**config.mk**
```make
export PLATFORM = sky130hd
export DESIGN_NAME = hpc_playback_control
export DESIGN_NICKNAME = d
export VERILOG_FILES = /design/src/hpc_pkg.sv /design/src/hpc_playback_control.sv
export VERILOG_INCLUDE_DIRS = /design/src
export SDC_FILE = /design/constraint.sdc
export NUM_CORES = 1
export LEC_CHECK = 0
export ABC_AREA = 1
export BUFFER_PORTS_ARGS = -buffer_cell sky130_fd_sc_hd__buf_2
export CAP_MARGIN = 30
export CORE_MARGIN = 5
export CORE_UTILIZATION = 50
export DETAILED_ROUTE_END_ITERATION = 16
export PLACE_DENSITY = 0.68
export RECOVER_POWER = 100
export SYNTH_ARGS = -nofsm -noshare
export SYNTH_HDL_FRONTEND = slang
export SYNTH_SLANG_ARGS = --single-unit
```
**constraint.sdc**
```tcl
create_clock -name clk_sys -period 4.5 [get_ports clk_sys]
set_input_delay 0 -clock clk_sys [delete_from_list [all_inputs] [get_ports clk_sys]]
set_output_delay 0 -clock clk_sys [all_outputs]
set_load 0.03 [all_outputs]
```
**src/hpc_defs.svh**
```systemverilog
/*
 Constants of the haptic playback control bank: register offsets, field
 positions, reset values and timing figures.
 Assumes it is included by bare name from the package and the design.
*/
`ifndef HPC_DEFS_SVH
`define HPC_DEFS_SVH

// ****************************************
// Register offsets
// ****************************************
`define HPC_OFS_STATUS 8'h00
`define HPC_OFS_CHIP 8'h01
`define HPC_OFS_CONTROL 8'h02
`define HPC_OFS_SLOT_FIRST 8'h03
`define HPC_OFS_SLOT_SECOND 8'h04
`define HPC_OFS_SLOT_LAST 8'h0A
`define HPC_SLOT_COUNT 8

// ****************************************
// Control field positions
// ****************************************
`define HPC_CTL_SOFT_RST 7
`define HPC_CTL_STANDBY 6
`define HPC_CTL_TIMEOUT_HI 3
`define HPC_CTL_TIMEOUT_LO 2
`define HPC_CTL_FORCE_ON 1
`define HPC_CTL_GO 0

// ****************************************
// Status field positions
// ****************************************
`define HPC_STS_BAD_HEADER 2
`define HPC_STS_QUEUE_EMPTY 1
`define HPC_STS_QUEUE_FULL 0

// ****************************************
// Reset values
// ****************************************
`define HPC_RST_STANDBY 1'b1
`define HPC_RST_TIMEOUT 2'h0
`define HPC_RST_FORCE_ON 1'b0
`define HPC_RST_GO 1'b0
`define HPC_RST_SLOT 8'h00
`define HPC_RST_BAD_HEADER 1'b0

// ****************************************
// Timing
// ****************************************
`define HPC_CLK_MHZ 100
`define HPC_TIMEOUT_STEP_US 5000
`define HPC_QUEUE_BYTES 100

`endif

```
**src/hpc_pkg.sv**
```systemverilog
/*
 Types of the haptic playback control bank.
 Assumes hpc_defs.svh is on the include path.
*/
`include "hpc_defs.svh"

package hpc_pkg;

   // ****************************************
   // Register access carrier
   // ****************************************
   typedef struct packed {
      logic wrEn;
      logic rdEn;
      logic [7:0] addr;
      logic [7:0] wrData;
   } hpc_reg_req_t;

   // Link to the waveform generator
   typedef struct packed {
      logic start;
      logic abort;
      logic [7:0] waveId;
   } hpc_play_cmd_t;

   // Engine states, Gray along idle, fetch, play
   typedef enum logic [1:0] {
      HPC_IDLE = 2'b00,
      HPC_FETCH = 2'b01,
      HPC_PLAY = 2'b11
   } hpc_state_t;

endpackage : hpc_pkg

```
**src/hpc_playback_control.sv**
```systemverilog
/*
 Control register, sequence slots and playback engine of the haptic
 front end, plus idle timeout of the boost and amplifier enables.
 Assumes an I2C target outside turns bus bytes into one-cycle register
 strobes, and a waveform generator that pulses done per waveform.
*/
`timescale 1ns/1ps
`include "hpc_defs.svh"

module hpc_playback_control #(
   parameter int STEP_CYCLES = `HPC_TIMEOUT_STEP_US * `HPC_CLK_MHZ
) (
   input wire logic clk_sys,
   input wire logic rst_b,
   input hpc_pkg::hpc_reg_req_t regReq,
   output logic [7:0] regRdData,
   input wire logic queueEmpty,
   input wire logic queueFull,
   input wire logic badHeaderEvt,
   input wire logic waveDone,
   output hpc_pkg::hpc_play_cmd_t playCmd,
   output logic standbyMode,
   output logic boostEn,
   output logic ampEn
);
   import hpc_pkg::*;

   // ****************************************
   // Storage
   // ****************************************
   logic standby;
   logic [1:0] timeoutSel;
   logic forceOn;
   logic go;
   logic badHeader;
   logic [7:0] slot [`HPC_SLOT_COUNT];
   hpc_state_t state;
   // Engine position within the slot list
   logic [2:0] slotIdx;
   logic powerOn;
   logic [22:0] idleCnt;

   logic ctlWr;
   logic softRst;
   logic hostGoClr;
   logic seqDone;
   logic [22:0] idleLimit;

   // ****************************************
   // Address decoding
   // ****************************************
   function automatic logic isSlot(input logic [7:0] a);
      isSlot = (a >= `HPC_OFS_SLOT_FIRST) && (a <= `HPC_OFS_SLOT_LAST);
   endfunction : isSlot

   function automatic logic [2:0] slotOf(input logic [7:0] a);
      logic [7:0] d;
      d = a - `HPC_OFS_SLOT_FIRST;
      slotOf = d[2:0];
   endfunction : slotOf

   // ****************************************
   // Write decode
   // ****************************************
   assign ctlWr = regReq.wrEn && (regReq.addr == `HPC_OFS_CONTROL);
   // Soft reset outranks every other field of the same write
   assign softRst = ctlWr && regReq.wrData[`HPC_CTL_SOFT_RST];
   // A clear only counts as a stop while a sequence is running
   assign hostGoClr = ctlWr && !softRst && go
      && !regReq.wrData[`HPC_CTL_GO];

   // Sequence ends on a zero slot or after the last slot's waveform
   always_comb
   begin
      seqDone = 1'b0;
      case (state)
         HPC_FETCH: seqDone = (slot[slotIdx] == 8'h00);
         HPC_PLAY: seqDone = waveDone && (slotIdx == 3'h7);
         default: seqDone = 1'b0;
      endcase
   end

   // ****************************************
   // Control register
   // ****************************************
   always_ff @(posedge clk_sys or negedge rst_b)
   begin
      if (!rst_b)
      begin
         standby <= `HPC_RST_STANDBY;
         timeoutSel <= `HPC_RST_TIMEOUT;
         forceOn <= `HPC_RST_FORCE_ON;
      end
      else if (softRst)
      begin
         standby <= `HPC_RST_STANDBY;
         timeoutSel <= `HPC_RST_TIMEOUT;
         forceOn <= `HPC_RST_FORCE_ON;
      end
      else if (ctlWr)
      begin
         // Bits 5 and 4 have no storage
         standby <= regReq.wrData[`HPC_CTL_STANDBY];
         timeoutSel <= regReq.wrData[`HPC_CTL_TIMEOUT_HI:
            `HPC_CTL_TIMEOUT_LO];
         forceOn <= regReq.wrData[`HPC_CTL_FORCE_ON];
      end
   end

   // Trigger bit: a host write of one wins over the self-clear
   always_ff @(posedge clk_sys or negedge rst_b)
   begin
      if (!rst_b)
         go <= `HPC_RST_GO;
      else if (softRst)
         go <= `HPC_RST_GO;
      else if (ctlWr)
         go <= regReq.wrData[`HPC_CTL_GO];
      else if (seqDone)
         go <= 1'b0;
   end

   // ****************************************
   // Sequence slots
   // ****************************************
   always_ff @(posedge clk_sys or negedge rst_b)
   begin
      if (!rst_b)
      begin
         for (int i = 0; i < `HPC_SLOT_COUNT; i++)
            slot[i] <= `HPC_RST_SLOT;
      end
      else if (softRst)
      begin
         for (int i = 0; i < `HPC_SLOT_COUNT; i++)
            slot[i] <= `HPC_RST_SLOT;
      end
      // All eight slots are stored so a full list can play
      else if (regReq.wrEn && isSlot(regReq.addr))
         slot[slotOf(regReq.addr)] <= regReq.wrData;
   end

   // ****************************************
   // Status flags
   // ****************************************
   // Sticky until soft reset; a new event in that cycle still lands
   always_ff @(posedge clk_sys or negedge rst_b)
   begin
      if (!rst_b)
         badHeader <= `HPC_RST_BAD_HEADER;
      else if (badHeaderEvt)
         badHeader <= 1'b1;
      else if (softRst)
         badHeader <= `HPC_RST_BAD_HEADER;
   end

   // ****************************************
   // Playback engine
   // ****************************************
   always_ff @(posedge clk_sys or negedge rst_b)
   begin
      if (!rst_b)
      begin
         state <= HPC_IDLE;
         slotIdx <= 3'h0;
      end
      else if (softRst || hostGoClr)
      begin
         state <= HPC_IDLE;
         slotIdx <= 3'h0;
      end
      else
      begin
         case (state)
            HPC_IDLE:
               if (go)
               begin
                  state <= HPC_FETCH;
                  slotIdx <= 3'h0;
               end
            // A zero slot ends here, before any start reaches the generator
            HPC_FETCH:
               if (seqDone)
                  state <= HPC_IDLE;
               else
                  state <= HPC_PLAY;
            HPC_PLAY:
               if (waveDone)
               begin
                  if (seqDone)
                     state <= HPC_IDLE;
                  else
                  begin
                     state <= HPC_FETCH;
                     slotIdx <= slotIdx + 3'h1;
                  end
               end
            default:
               state <= HPC_IDLE;
         endcase
      end
   end

   // Generator commands are registered one-cycle pulses
   always_ff @(posedge clk_sys or negedge rst_b)
   begin
      if (!rst_b)
         playCmd <= '0;
      else
      begin
         playCmd.start <= (state == HPC_FETCH) && !seqDone
            && !softRst && !hostGoClr;
         playCmd.abort <= (softRst || hostGoClr)
            && (state != HPC_IDLE);
         // Id stays put after start, so the generator may latch it late
         if (state == HPC_FETCH)
            playCmd.waveId <= slot[slotIdx];
      end
   end

   // ****************************************
   // Power sequencing
   // ****************************************
   // Limit is (code + 1) steps of 5 ms
   assign idleLimit = 23'((32'(timeoutSel) + 32'd1) * STEP_CYCLES);

   always_ff @(posedge clk_sys or negedge rst_b)
   begin
      if (!rst_b)
      begin
         powerOn <= 1'b0;
         idleCnt <= 23'h0;
      end
      else if (softRst || standby)
      begin
         powerOn <= 1'b0;
         idleCnt <= 23'h0;
      end
      else if (!queueEmpty || state != HPC_IDLE)
      begin
         powerOn <= 1'b1;
         idleCnt <= 23'h0;
      end
      else if (powerOn)
      begin
         // Counting only while powered keeps the counter quiet in idle
         if (idleCnt >= idleLimit - 23'h1)
         begin
            powerOn <= 1'b0;
            idleCnt <= 23'h0;
         end
         else
            idleCnt <= idleCnt + 23'h1;
      end
   end

   // Force outranks standby: a forced part never saves power
   assign boostEn = forceOn | powerOn;
   assign ampEn = forceOn | powerOn;
   assign standbyMode = standby;

   // ****************************************
   // Read path
   // ****************************************
   always_ff @(posedge clk_sys or negedge rst_b)
   begin
      if (!rst_b)
         regRdData <= 8'h00;
      else if (regReq.rdEn)
      begin
         // Queue flags are live; only the bad-header flag is sticky
         if (regReq.addr == `HPC_OFS_STATUS)
            regRdData <= {5'h00, badHeader, queueEmpty, queueFull};
         else if (regReq.addr == `HPC_OFS_CONTROL)
            regRdData <= {1'b0, standby, 2'b00, timeoutSel,
               forceOn, go};
         else if (isSlot(regReq.addr))
            regRdData <= slot[slotOf(regReq.addr)];
         else
            regRdData <= 8'h00;
      end
   end

endmodule : hpc_playback_control

```
# Word level (Yosys, flattened, before mapping)
# Cells that the tools add are included.
# classes
add_sub_neg	5
mul	1
magnitude_cmp	6
n_eq_ne	7
muxes	45
bitwise_logic	3
n_reduce_logical	33
# ops
op	count
$mux W64	2
$mux W23	4
$bwmux W64	1
$mux W8	8
$bmux W8 S3	2
$demux W8 S3	1
$add A23 B1 Y23 const B	1
$ge A23 B23 Y1	1
$sub A22 B1 Y23 const B	1
$mul A3 B14 Y17 const B	1
$logic_not A8 Y1	2
$mux W1	14
$logic_and A1 B1 Y1	13
$mux W2	6
$mux W3	4
$ne A3 B3 Y1 const B	3
$reduce_bool A3 Y1	3
$eq A8 B2 Y1 const B	1
$ge A4 B4 Y1 const B	2
$ge A8 B2 Y1 const B	1
$le A8 B4 Y1 const B	1
$not A3 Y4	2
$reduce_bool A2 Y1	4
$pmux W2 S3	1
other kinds (15)	21
# word_totals
regBits	117
wordCells	121

# Longest topological paths before layout
# Gate-level depths: netlist of run 1.
# depth
depth_word	10
depth_mapped	22
ltp_nobuf	21

# Worst setup path before layout of run 1
# No wires, ideal clock.
# synth_path
path_type	register -> register
startpoint	register timeoutSel[0]
endpoint	register idleCnt[5]
setup_ns	0.071
arrival_ns	3.867
required_time_ns	4.429
path_slack_ns	0.562
stages_incl_launch_ff	23
synth_period_minus_slack_ns	3.938
path_cell_list	dfrtp_1 > clkbuf_1 > inv_1 > ha_1 > xnor2_1 > ha_1 > inv_1 > fa_1 > xnor2_1 > xor2_1 > nor2_1 > nand4_1 > xor2_1 > ha_1 > nand2_1 > nand2_1 > nand2_1 > nand2_1 > a21oi_1 > nand4_1 > nor2_1 > nor2_1 > nor2_1
# synth_between
elab_chain_cells	8
# synth_lines
element	line_no	rtl
start, declared	hpc_playback_control.sv:32	logic [1:0] timeoutSel;
start signal, assigned	hpc_playback_control.sv:91	timeoutSel <= `HPC_RST_TIMEOUT;
start signal, assigned	hpc_playback_control.sv:97	timeoutSel <= `HPC_RST_TIMEOUT;
start signal, assigned	hpc_playback_control.sv:104	timeoutSel <= regReq.wrData[`HPC_CTL_TIMEOUT_HI:
$add A2 B1 Y3	hpc_playback_control.sv:225	assign idleLimit = 23'((32'(timeoutSel) + 32'd1) * STEP_CYCLES);
$mul A3 B14 Y17	hpc_playback_control.sv:225	
$sub A22 B1 Y23	hpc_playback_control.sv:247	if (idleCnt >= idleLimit - 23'h1)
$ge A23 B23 Y1	hpc_playback_control.sv:247	
$mux W23	hpc_playback_control.sv:247	
$mux W23	hpc_playback_control.sv:244	else if (powerOn)
$mux W23	hpc_playback_control.sv:239	else if (!queueEmpty || state != HPC_IDLE)
$mux W23	hpc_playback_control.sv:234	else if (softRst || standby)
end signal, assigned	hpc_playback_control.sv:253	idleCnt <= idleCnt + 23'h1;
end, declared	hpc_playback_control.sv:41	logic [22:0] idleCnt;
# Every way passes these cells. The select of a mux whose other input is x is not followed.
# A chain may end at the register's enable or synchronous reset.

# Worst setup path in the final report of run 1
# layout_path
startpoint	register timeoutSel[1]
endpoint	register idleCnt[3]
# Same word-level chain as after synthesis.

==> results of run 1 <==
-- logic make-up (layout without fill, tap and decap cells) --
logic type	Yosys count	in the layout	share of synthesized area (%)
AO/OA/AOI/OAI	188	188	15.1
other	1	1	0.0501
XOR/XNOR	17	17	1.99
buffers and inverters	173	238	9.31
flip-flops	117	117	39.1
adder cells (fa/ha/maj)	38	38	6.45
AND/OR/NAND/NOR	502	502	28.0
-- report_power, final --
group          leakage, nW  internal [mW]  switching [mW]
combinational         2.54          0.290           0.711
clock                0.290          0.902           0.517
sequential            1.31           1.19          0.0731
total                 4.14           2.38            1.30
-- how the worst max path moves through the flow --
stage	slack, ns	startpoint	to
after global routing	0.006	timeoutSel[1]$_DFFE_PN0P_	idleCnt[6]$_DFFE_PN0P_
final	0.42	timeoutSel[1]$_DFFE_PN0P_	idleCnt[3]$_DFFE_PN0P_
after detailed placement	0.41	timeoutSel[1]$_DFFE_PN0P_	idleCnt[18]$_DFFE_PN0P_
after CTS	0.40	timeoutSel[1]$_DFFE_PN0P_	idleCnt[18]$_DFFE_PN0P_
after global placement	0.54	timeoutSel[1]$_DFFE_PN0P_	idleCnt[6]$_DFFE_PN0P_
after floorplan	0.56	timeoutSel[0]$_DFFE_PN0P_	idleCnt[5]$_DFFE_PN0P_
-- cell usage in the layout, fill, tap and decap left out, types with 2 or more instances in the layout --
cell,netlist,final
o211ai_1,10,10
nor2_2,6,4
dfrtp_1,116,116
or2_0,1,3
a21oi_1,32,33
o22ai_1,50,54
clkinvlp_4,0,3
clkinv_1,2,2
bufinv_16,0,3
clkbuf_8,0,2
nand4_1,12,12
buf_4,3,4
inv_6,0,2
a31oi_1,6,6
xor2_1,11,11
xnor2_1,6,6
buf_2,17,21
clkbuf_16,0,17
o21a_1,2,2
o31ai_1,2,2
nor2_1,86,89
a21o_1,2,2
dlygate4sd3_1,0,16
clkinv_2,0,2
clkbuf_1,13,29
nor3_1,8,8
inv_2,5,5
nand3_1,69,69
nand3_2,2,2
inv_1,130,130
nand2_1,303,309
o21ai_0,56,63
ha_1,37,37
nand2_2,8,3
a22oi_1,3,4
o21ai_1,14,7
-- synth_stat cells (all sizes together) --
cell | instances | area [um^2]
ha | 37 | 463
inv | 135 | 507
xor2 | 11 | 96.3
o22ai | 55 | 375
fa | 1 | 20.0
nor4 | 1 | 6.26
nand3 | 71 | 365
clkbuf | 13 | 48.8
nand2 | 312 | 1200
or2 | 3 | 18.8
nor3 | 8 | 40.0
o2111ai | 1 | 8.76
o21a | 2 | 15.0
clkinv | 2 | 7.51
buf | 23 | 134
xnor2 | 6 | 52.6
o21ai | 71 | 359
o21bai | 1 | 7.51
a22oi | 4 | 35.0
o211ai | 10 | 75.1
o31ai | 2 | 15.0
a21oi | 34 | 185
nor2 | 94 | 383
conb | 1 | 3.75
nand4 | 13 | 87.6
dfstp | 1 | 26.3
a21o | 2 | 15.0
dfrtp | 116 | 2900
a31oi | 6 | 37.5
-- final cells by class --
class,instances,share of cell area [%]
clock buffer,21,5.42
sequential,117,34.5
inverter,137,6.06
clock inverter,11,1.75
tap,184,2.71
timing repair buffer,69,4.82
multi-input combinational,746,44.7
-- worst reg2reg max path, stage by stage (launching register included) --
cell and delay, ns:
dfrtp_1 0.42, inv_1 0.18, ha_1 0.32, xnor2_1 0.21
ha_1 0.20, inv_1 0.07, fa_1 0.39, xnor2_1 0.15
xor2_1 0.14, nor2_1 0.12, nand4_1 0.11, xor2_1 0.16
ha_1 0.30, nand2_1 0.08, nand2_1 0.04, nand2_1 0.05
nand2_1 0.05, a21oi_1 0.17, nand3_1 0.10, nor2_1 0.33
nand2_2 0.20, o21ai_0 0.21
-- metrics by stage --
step                setup WS, ns  util, %  power, mW  cells
floorplan                  0.562        -       1.97   1036
global placement           0.535     53.6       2.26   1236
CTS                        0.398     59.1       3.70   1285
detailed placement         0.410     53.8       2.28   1237
finish                     0.418     58.2       3.68   1285
global route             0.00620     58.2       3.86   1285
-- per-layer routing --
| layer | routed length (um) | share of wire [%] |
|---|---|---|
| met1 | 9120 | 42 |
| met2 | 10600 | 49 |
| met3 | 1210 | 5.5 |
| met4 | 933 | 4.3 |
| met5 | 0 | 0 |
-- state kept, by name, summed over array words and instances, names as in the netlist --
name / count
idleCnt: 23
playCmd: 10
timeoutSel: 2
slot: 64
state: 2
slotIdx: 3
standbyMode: 1
powerOn: 1
badHeader: 1
forceOn: 1
go: 1
regRdData: 8
==> flow_summary.json, run 1 <==
{
  "setup_viol": 0,
  "grtUsageMet3_pct": 4.43,
  "worstMarginPinSlew_ns": 2.69,
  "viasPerCell": 5.59,
  "holdWs_ns": 0.0955,
  "grt.busiest_layer": "met2",
  "maxCapViolCount": 4,
  "drt_first_iter_violations": 639,
  "die_h_um": 132,
  "dpl_cell_area_um2": 7850,
  "dieArea_um2": 17500,
  "critPathCaptureType": "flop",
  "drc": 0,
  "min_to": "timeoutSel[1]$_DFFE_PN0P_",
  "yosysUniqueCellTypes": 46,
  "vias": 7188,
  "start_util_pct": 51.3,
  "ir_worst_vdd_v": 0.000319,
  "pwr_density_cell_nw_per_um2": 433,
  "path_max_fanout": 8,
  "outcome": "finished, violations left",
  "clock_path_buffers": 2,
  "final.period_utilization_pct": 90.7,
  "required_ns": 4.84,
  "ys_seq_area_share_pct": 39.1,
  "skew_ns": 0.0121,
  "critical-path-top-delay-family": "adder cells",
  "dr.pass1.iters": 5,
  "fmax_ghz": 0.245,
  "drive_gt1_share_pct": 6.81,
  "cts_resized": 0,
  "drtAntennaViolNets": 0,
  "fillers": 1378,
  "drt-wirelength-per-cell_um": 17.0,
  "numCtsBuffers": 17,
  "grt_pass1_wl_mm": 36.2,
  "grt_pass1_vias": 6961,
  "worstHoldStart": "regReq[17]",
  "cp_cell_sequence": "inv_1, ha_1, xnor2_1, ha_1, inv_1, fa_1, xnor2_1, xor2_1, nor2_1, nand4_1, xor2_1, ha_1, nand2_1, nand2_1, nand2_1, nand2_1, a21oi_1, nand3_1, nor2_1, nand2_2, o21ai_0",
  "syn_nets": 1098,
  "drv_slew": 194,
  "finalSetupTns_ns": 0,
  "clkSlewWorstSetupHoldPaths_ns": 0.06,
  "leakage_nw": 4.14,
  "cts_sinks": 117,
  "tritoncts": "built",
  "avgSynthCellArea_um2": 7.23,
  "finalHoldViolations": 0,
  "rows": 44,
  "ff2ff_setup_slack_ns": 0.42,
  "cts_root_buf": "clkbuf_16",
  "arrival_ns": 4.42,
  "antenna_found_initial": 0,
  "r2r_end": "idleCnt[3]$_DFFE_PN0P_",
  "finalCriticalPeriod_ns": 4.08,
  "start_kind": "flop",
  "io_buffers": 44,
  "place.gp.congestion": 0.876,
  "worstRegToRegCells": 21,
  "path_class": "flop to flop",
  "io_pins": 45,
  "final_area_um2": 8490,
  "slowest_stage": "dfrtp_1",
  "grt.total_usage_pct": 25.5,
  "nNetsFinal": 1150,
  "rsz0062_at_grt": "false",
  "min_delay_path_depth": 4,
  "seqCellArea_um2": 2930,
  "fp.dieW_um": 132,
  "path_depth": 21,
  "antenna_cells": 0,
  "syn_area_um2": 7490,
  "dp.final_hpwl_mm": 15.4,
  "syn2layout_area_growth_pct": 13.3,
  "gr-usage-met2_pct": 41.7,
  "hold_buffers": 16,
  "multi_input_area_um2": 3800,
  "synth-seq-cells": 117,
  "grt_max_degree": 66,
  "post_cts_buffers": 0,
  "synth_warnings": 0,
  "crit_top_cell": "nand2_1",
  "violations": "capacitance limit, slew limit",
  "path_buf_inv": 2,
  "hp-class": "primary input to flop",
  "grt_overflow": 0,
  "routed_wl_mm": 21.9,
  "core_area_um2": 14600,
  "met1_usage_pct": 32.8,
  "r2r_start": "timeoutSel[1]$_DFFE_PN0P_",
  "ctsHtreeMaxLevel": 4,
  "max-slew-margin-rel_pct": -79.5,
  "insertion_delay_ns": 0.43,
  "synth_cells": 1036,
  "max_stage_delay_ns": 0.42
}
(Power assumes the default switching activity.)
==> run 2: changes to the inputs <==
CORE_UTILIZATION = 34   (was 50)
PLACE_DENSITY = default   (was 0.68)
==> run 2 against run 1 <==
Compared with the run above:
- routed wire length up 0.79%
- critical path depth unchanged
- die area up 43%
- maximum frequency up 0.66%
- sequential cell count unchanged
- clock power down 11%
- non-clock buffer count down 3
- global-route usage down 7.4 points
- largest cell class unchanged
- the run still ends with capacitance limit, slew limit left
- register-to-register slack better by 0.03 ns
==> flow_summary.json, run 2 (synthesis results as in run 1) <==
{
  "fin_total_pwr_mw": 3.51,
  "worstRegToRegCells": 21,
  "tritoncts": "built",
  "io_pins": 45,
  "drtAntennaViolNets": 0,
  "final_common_cell": "nand2_1",
  "maxCapViolCount": 4,
  "min_delay_path_depth": 5,
  "required_ns": 4.83,
  "finalHoldViolations": 0,
  "outcome": "finished, violations left",
  "top_register": "slot",
  "hp-class": "primary input to flop",
  "routed_wl_mm": 22.1,
  "final.period_utilization_pct": 90.1,
  "violations": "capacitance limit, slew limit",
  "dp.final_hpwl_mm": 15.9,
  "path_max_fanout": 8,
  "r2r_start": "timeoutSel[1]$_DFFE_PN0P_",
  "clkSlewWorstSetupHoldPaths_ns": 0.06,
  "largest_reg_flops": 64,
  "cp-startpoint": "timeoutSel[1]$_DFFE_PN0P_",
  "numCtsBuffers": 17,
  "place.gp.congestion": 0.880,
  "skew_ns": 0.0101,
  "arrival_ns": 4.38,
  "start_util_pct": 34.4,
  "antenna_found_initial": 0,
  "grt.total_usage_pct": 18.1,
  "viasPerCell": 5.01,
  "finalSetupTns_ns": 0,
  "leakage_nw": 4.10,
  "rows": 54,
  "pwr_density_cell_nw_per_um2": 412,
  "setup_viol": 0,
  "antenna_cells": 0,
  "path_class": "flop to flop",
  "insertion_delay_ns": 0.42,
  "final_cell_mix": "310 x nand2_1, 130 x inv_1, 116 x dfrtp_1",
  "fmax_ghz": 0.247,
  "die_h_um": 158,
  "critPathCaptureType": "flop",
  "start_kind": "flop",
  "nNetsFinal": 1147,
  "fillers": 2264,
  "clock_path_buffers": 2,
  "syn2layout_area_growth_pct": 13.7,
  "core_area_um2": 21800,
  "cts_sinks": 117,
  "grt_pass1_wl_mm": 36.3,
  "ir_worst_vdd_v": 0.000238,
  "max-slew-margin-rel_pct": -80.3,
  "io_buffers": 44,
  "finalCriticalPeriod_ns": 4.05,
  "biggestRegsByFlops": "slot x64, idleCnt x23, playCmd x10",
  "drt-wirelength-per-cell_um": 16.0,
  "worstHoldStart": "queueFull",
  "fp.dieW_um": 158,
  "cts_resized": 0,
  "dr.pass1.iters": 5,
  "dieArea_um2": 25100,
  "grt_pass1_vias": 6722,
  "grt_max_degree": 66,
  "post_cts_buffers": 0,
  "drv_slew": 171,
  "drive_gt1_share_pct": 7.29,
  "worstMarginPinSlew_ns": 2.70,
  "rsz0062_at_grt": "false",
  "drc": 0,
  "drt_first_iter_violations": 465,
  "ctsHtreeMaxLevel": 4,
  "vias": 6901,
  "grt_overflow": 0,
  "cts_root_buf": "clkbuf_16"
}
==> run 2: changes by cell type in the layout (fill, tap and decap cells not counted), moves of 2 or more <==
cell and change:
o22ai_2 +2, dlygate4sd3_1 -4, o22ai_1 -2, bufinv_16 -3
==> run 2: critical path, stage by stage, from the launching register on <==
cell and delay (ns):
dfrtp_1 0.42, inv_1 0.14, ha_1 0.37, xnor2_1 0.24, ha_1 0.21, inv_1 0.08
fa_1 0.37, xnor2_1 0.14, xor2_1 0.14, nor2_1 0.12, nand4_1 0.10, xor2_1 0.16
ha_1 0.30, nand2_1 0.08, nand2_1 0.05, nand2_1 0.05, nand2_1 0.04, a21oi_1 0.16
nand3_1 0.09, nor2_1 0.32, nand2_2 0.19, o21ai_0 0.21
==> run 2: area by class of cell <==
class / instances / area [um^2] / share of cell area (%)
well taps: 280 / 350 / 4.11
clock buffers: 19 / 443 / 5.20
multi-input cells: 746 / 3810 / 44.7
repair buffers: 66 / 369 / 4.33
flip-flops and latches: 117 / 2930 / 34.4
clock inverters: 13 / 100 / 1.18
inverters: 137 / 514 / 6.04
==> run 2: power by group <==
part | leakage [nW] | switching, mW | total (mW) | internal (mW)
clock | 0.258 | 0.541 | 1.27 | 0.724
combinational | 2.52 | 0.698 | 0.987 | 0.289
sequential | 1.31 | 0.0704 | 1.26 | 1.19
==> run 2: through the flow <==
step                      cells  cell area, um^2  util, %  setup slack (ns)  hold WS (ns)
after detailed placement   1334             7960     36.6             0.473       -0.0493
after CTS                  1378             8620     39.6             0.441       0.00240
after global routing       1378             8520     39.1            0.0295        0.0525
after global placement     1334             7960     36.6             0.613       -0.0525
after floorplan            1036             7490        -             0.562        -0.296
final                      1378             8520     39.1             0.445      0.000513
==> run 2: timing repair <==
action                                  in CTS  in global routing
endpoints found under the hold margin       52                  0
hold buffers                                12                  0
endpoints found under the setup margin       0                  0
==> run 2: final timing paths <==
kind                                            end  slack, ns
setup / recovery             idleCnt[3]$_DFFE_PN0P_       0.45
hold / removal             regRdData[0]$_DFFE_PN0P_     0.0005
setup reg to reg             idleCnt[3]$_DFFE_PN0P_       0.45
hold reg to reg            regRdData[6]$_DFFE_PN0P_       0.48
max in group asynchronous  regRdData[3]$_DFFE_PN0P_       0.90
min in group asynchronous      slot[33]$_DFFE_PN0P_       0.52
==> run 2: routing by layer <==
| layer | global-route usage, % | vias to the layer above | part of all wire [%] |
|---|---|---|---|
| met2 | 30.8 | 169 | 49 |
| met3 | 2.77 | 26 | 3.9 |
| li1 | - | 3480 | - |
| met1 | 24.0 | 3226 | 45 |
| met4 | 5.28 | 0 | 1.9 |
| met5 | 0 | - | 0 |
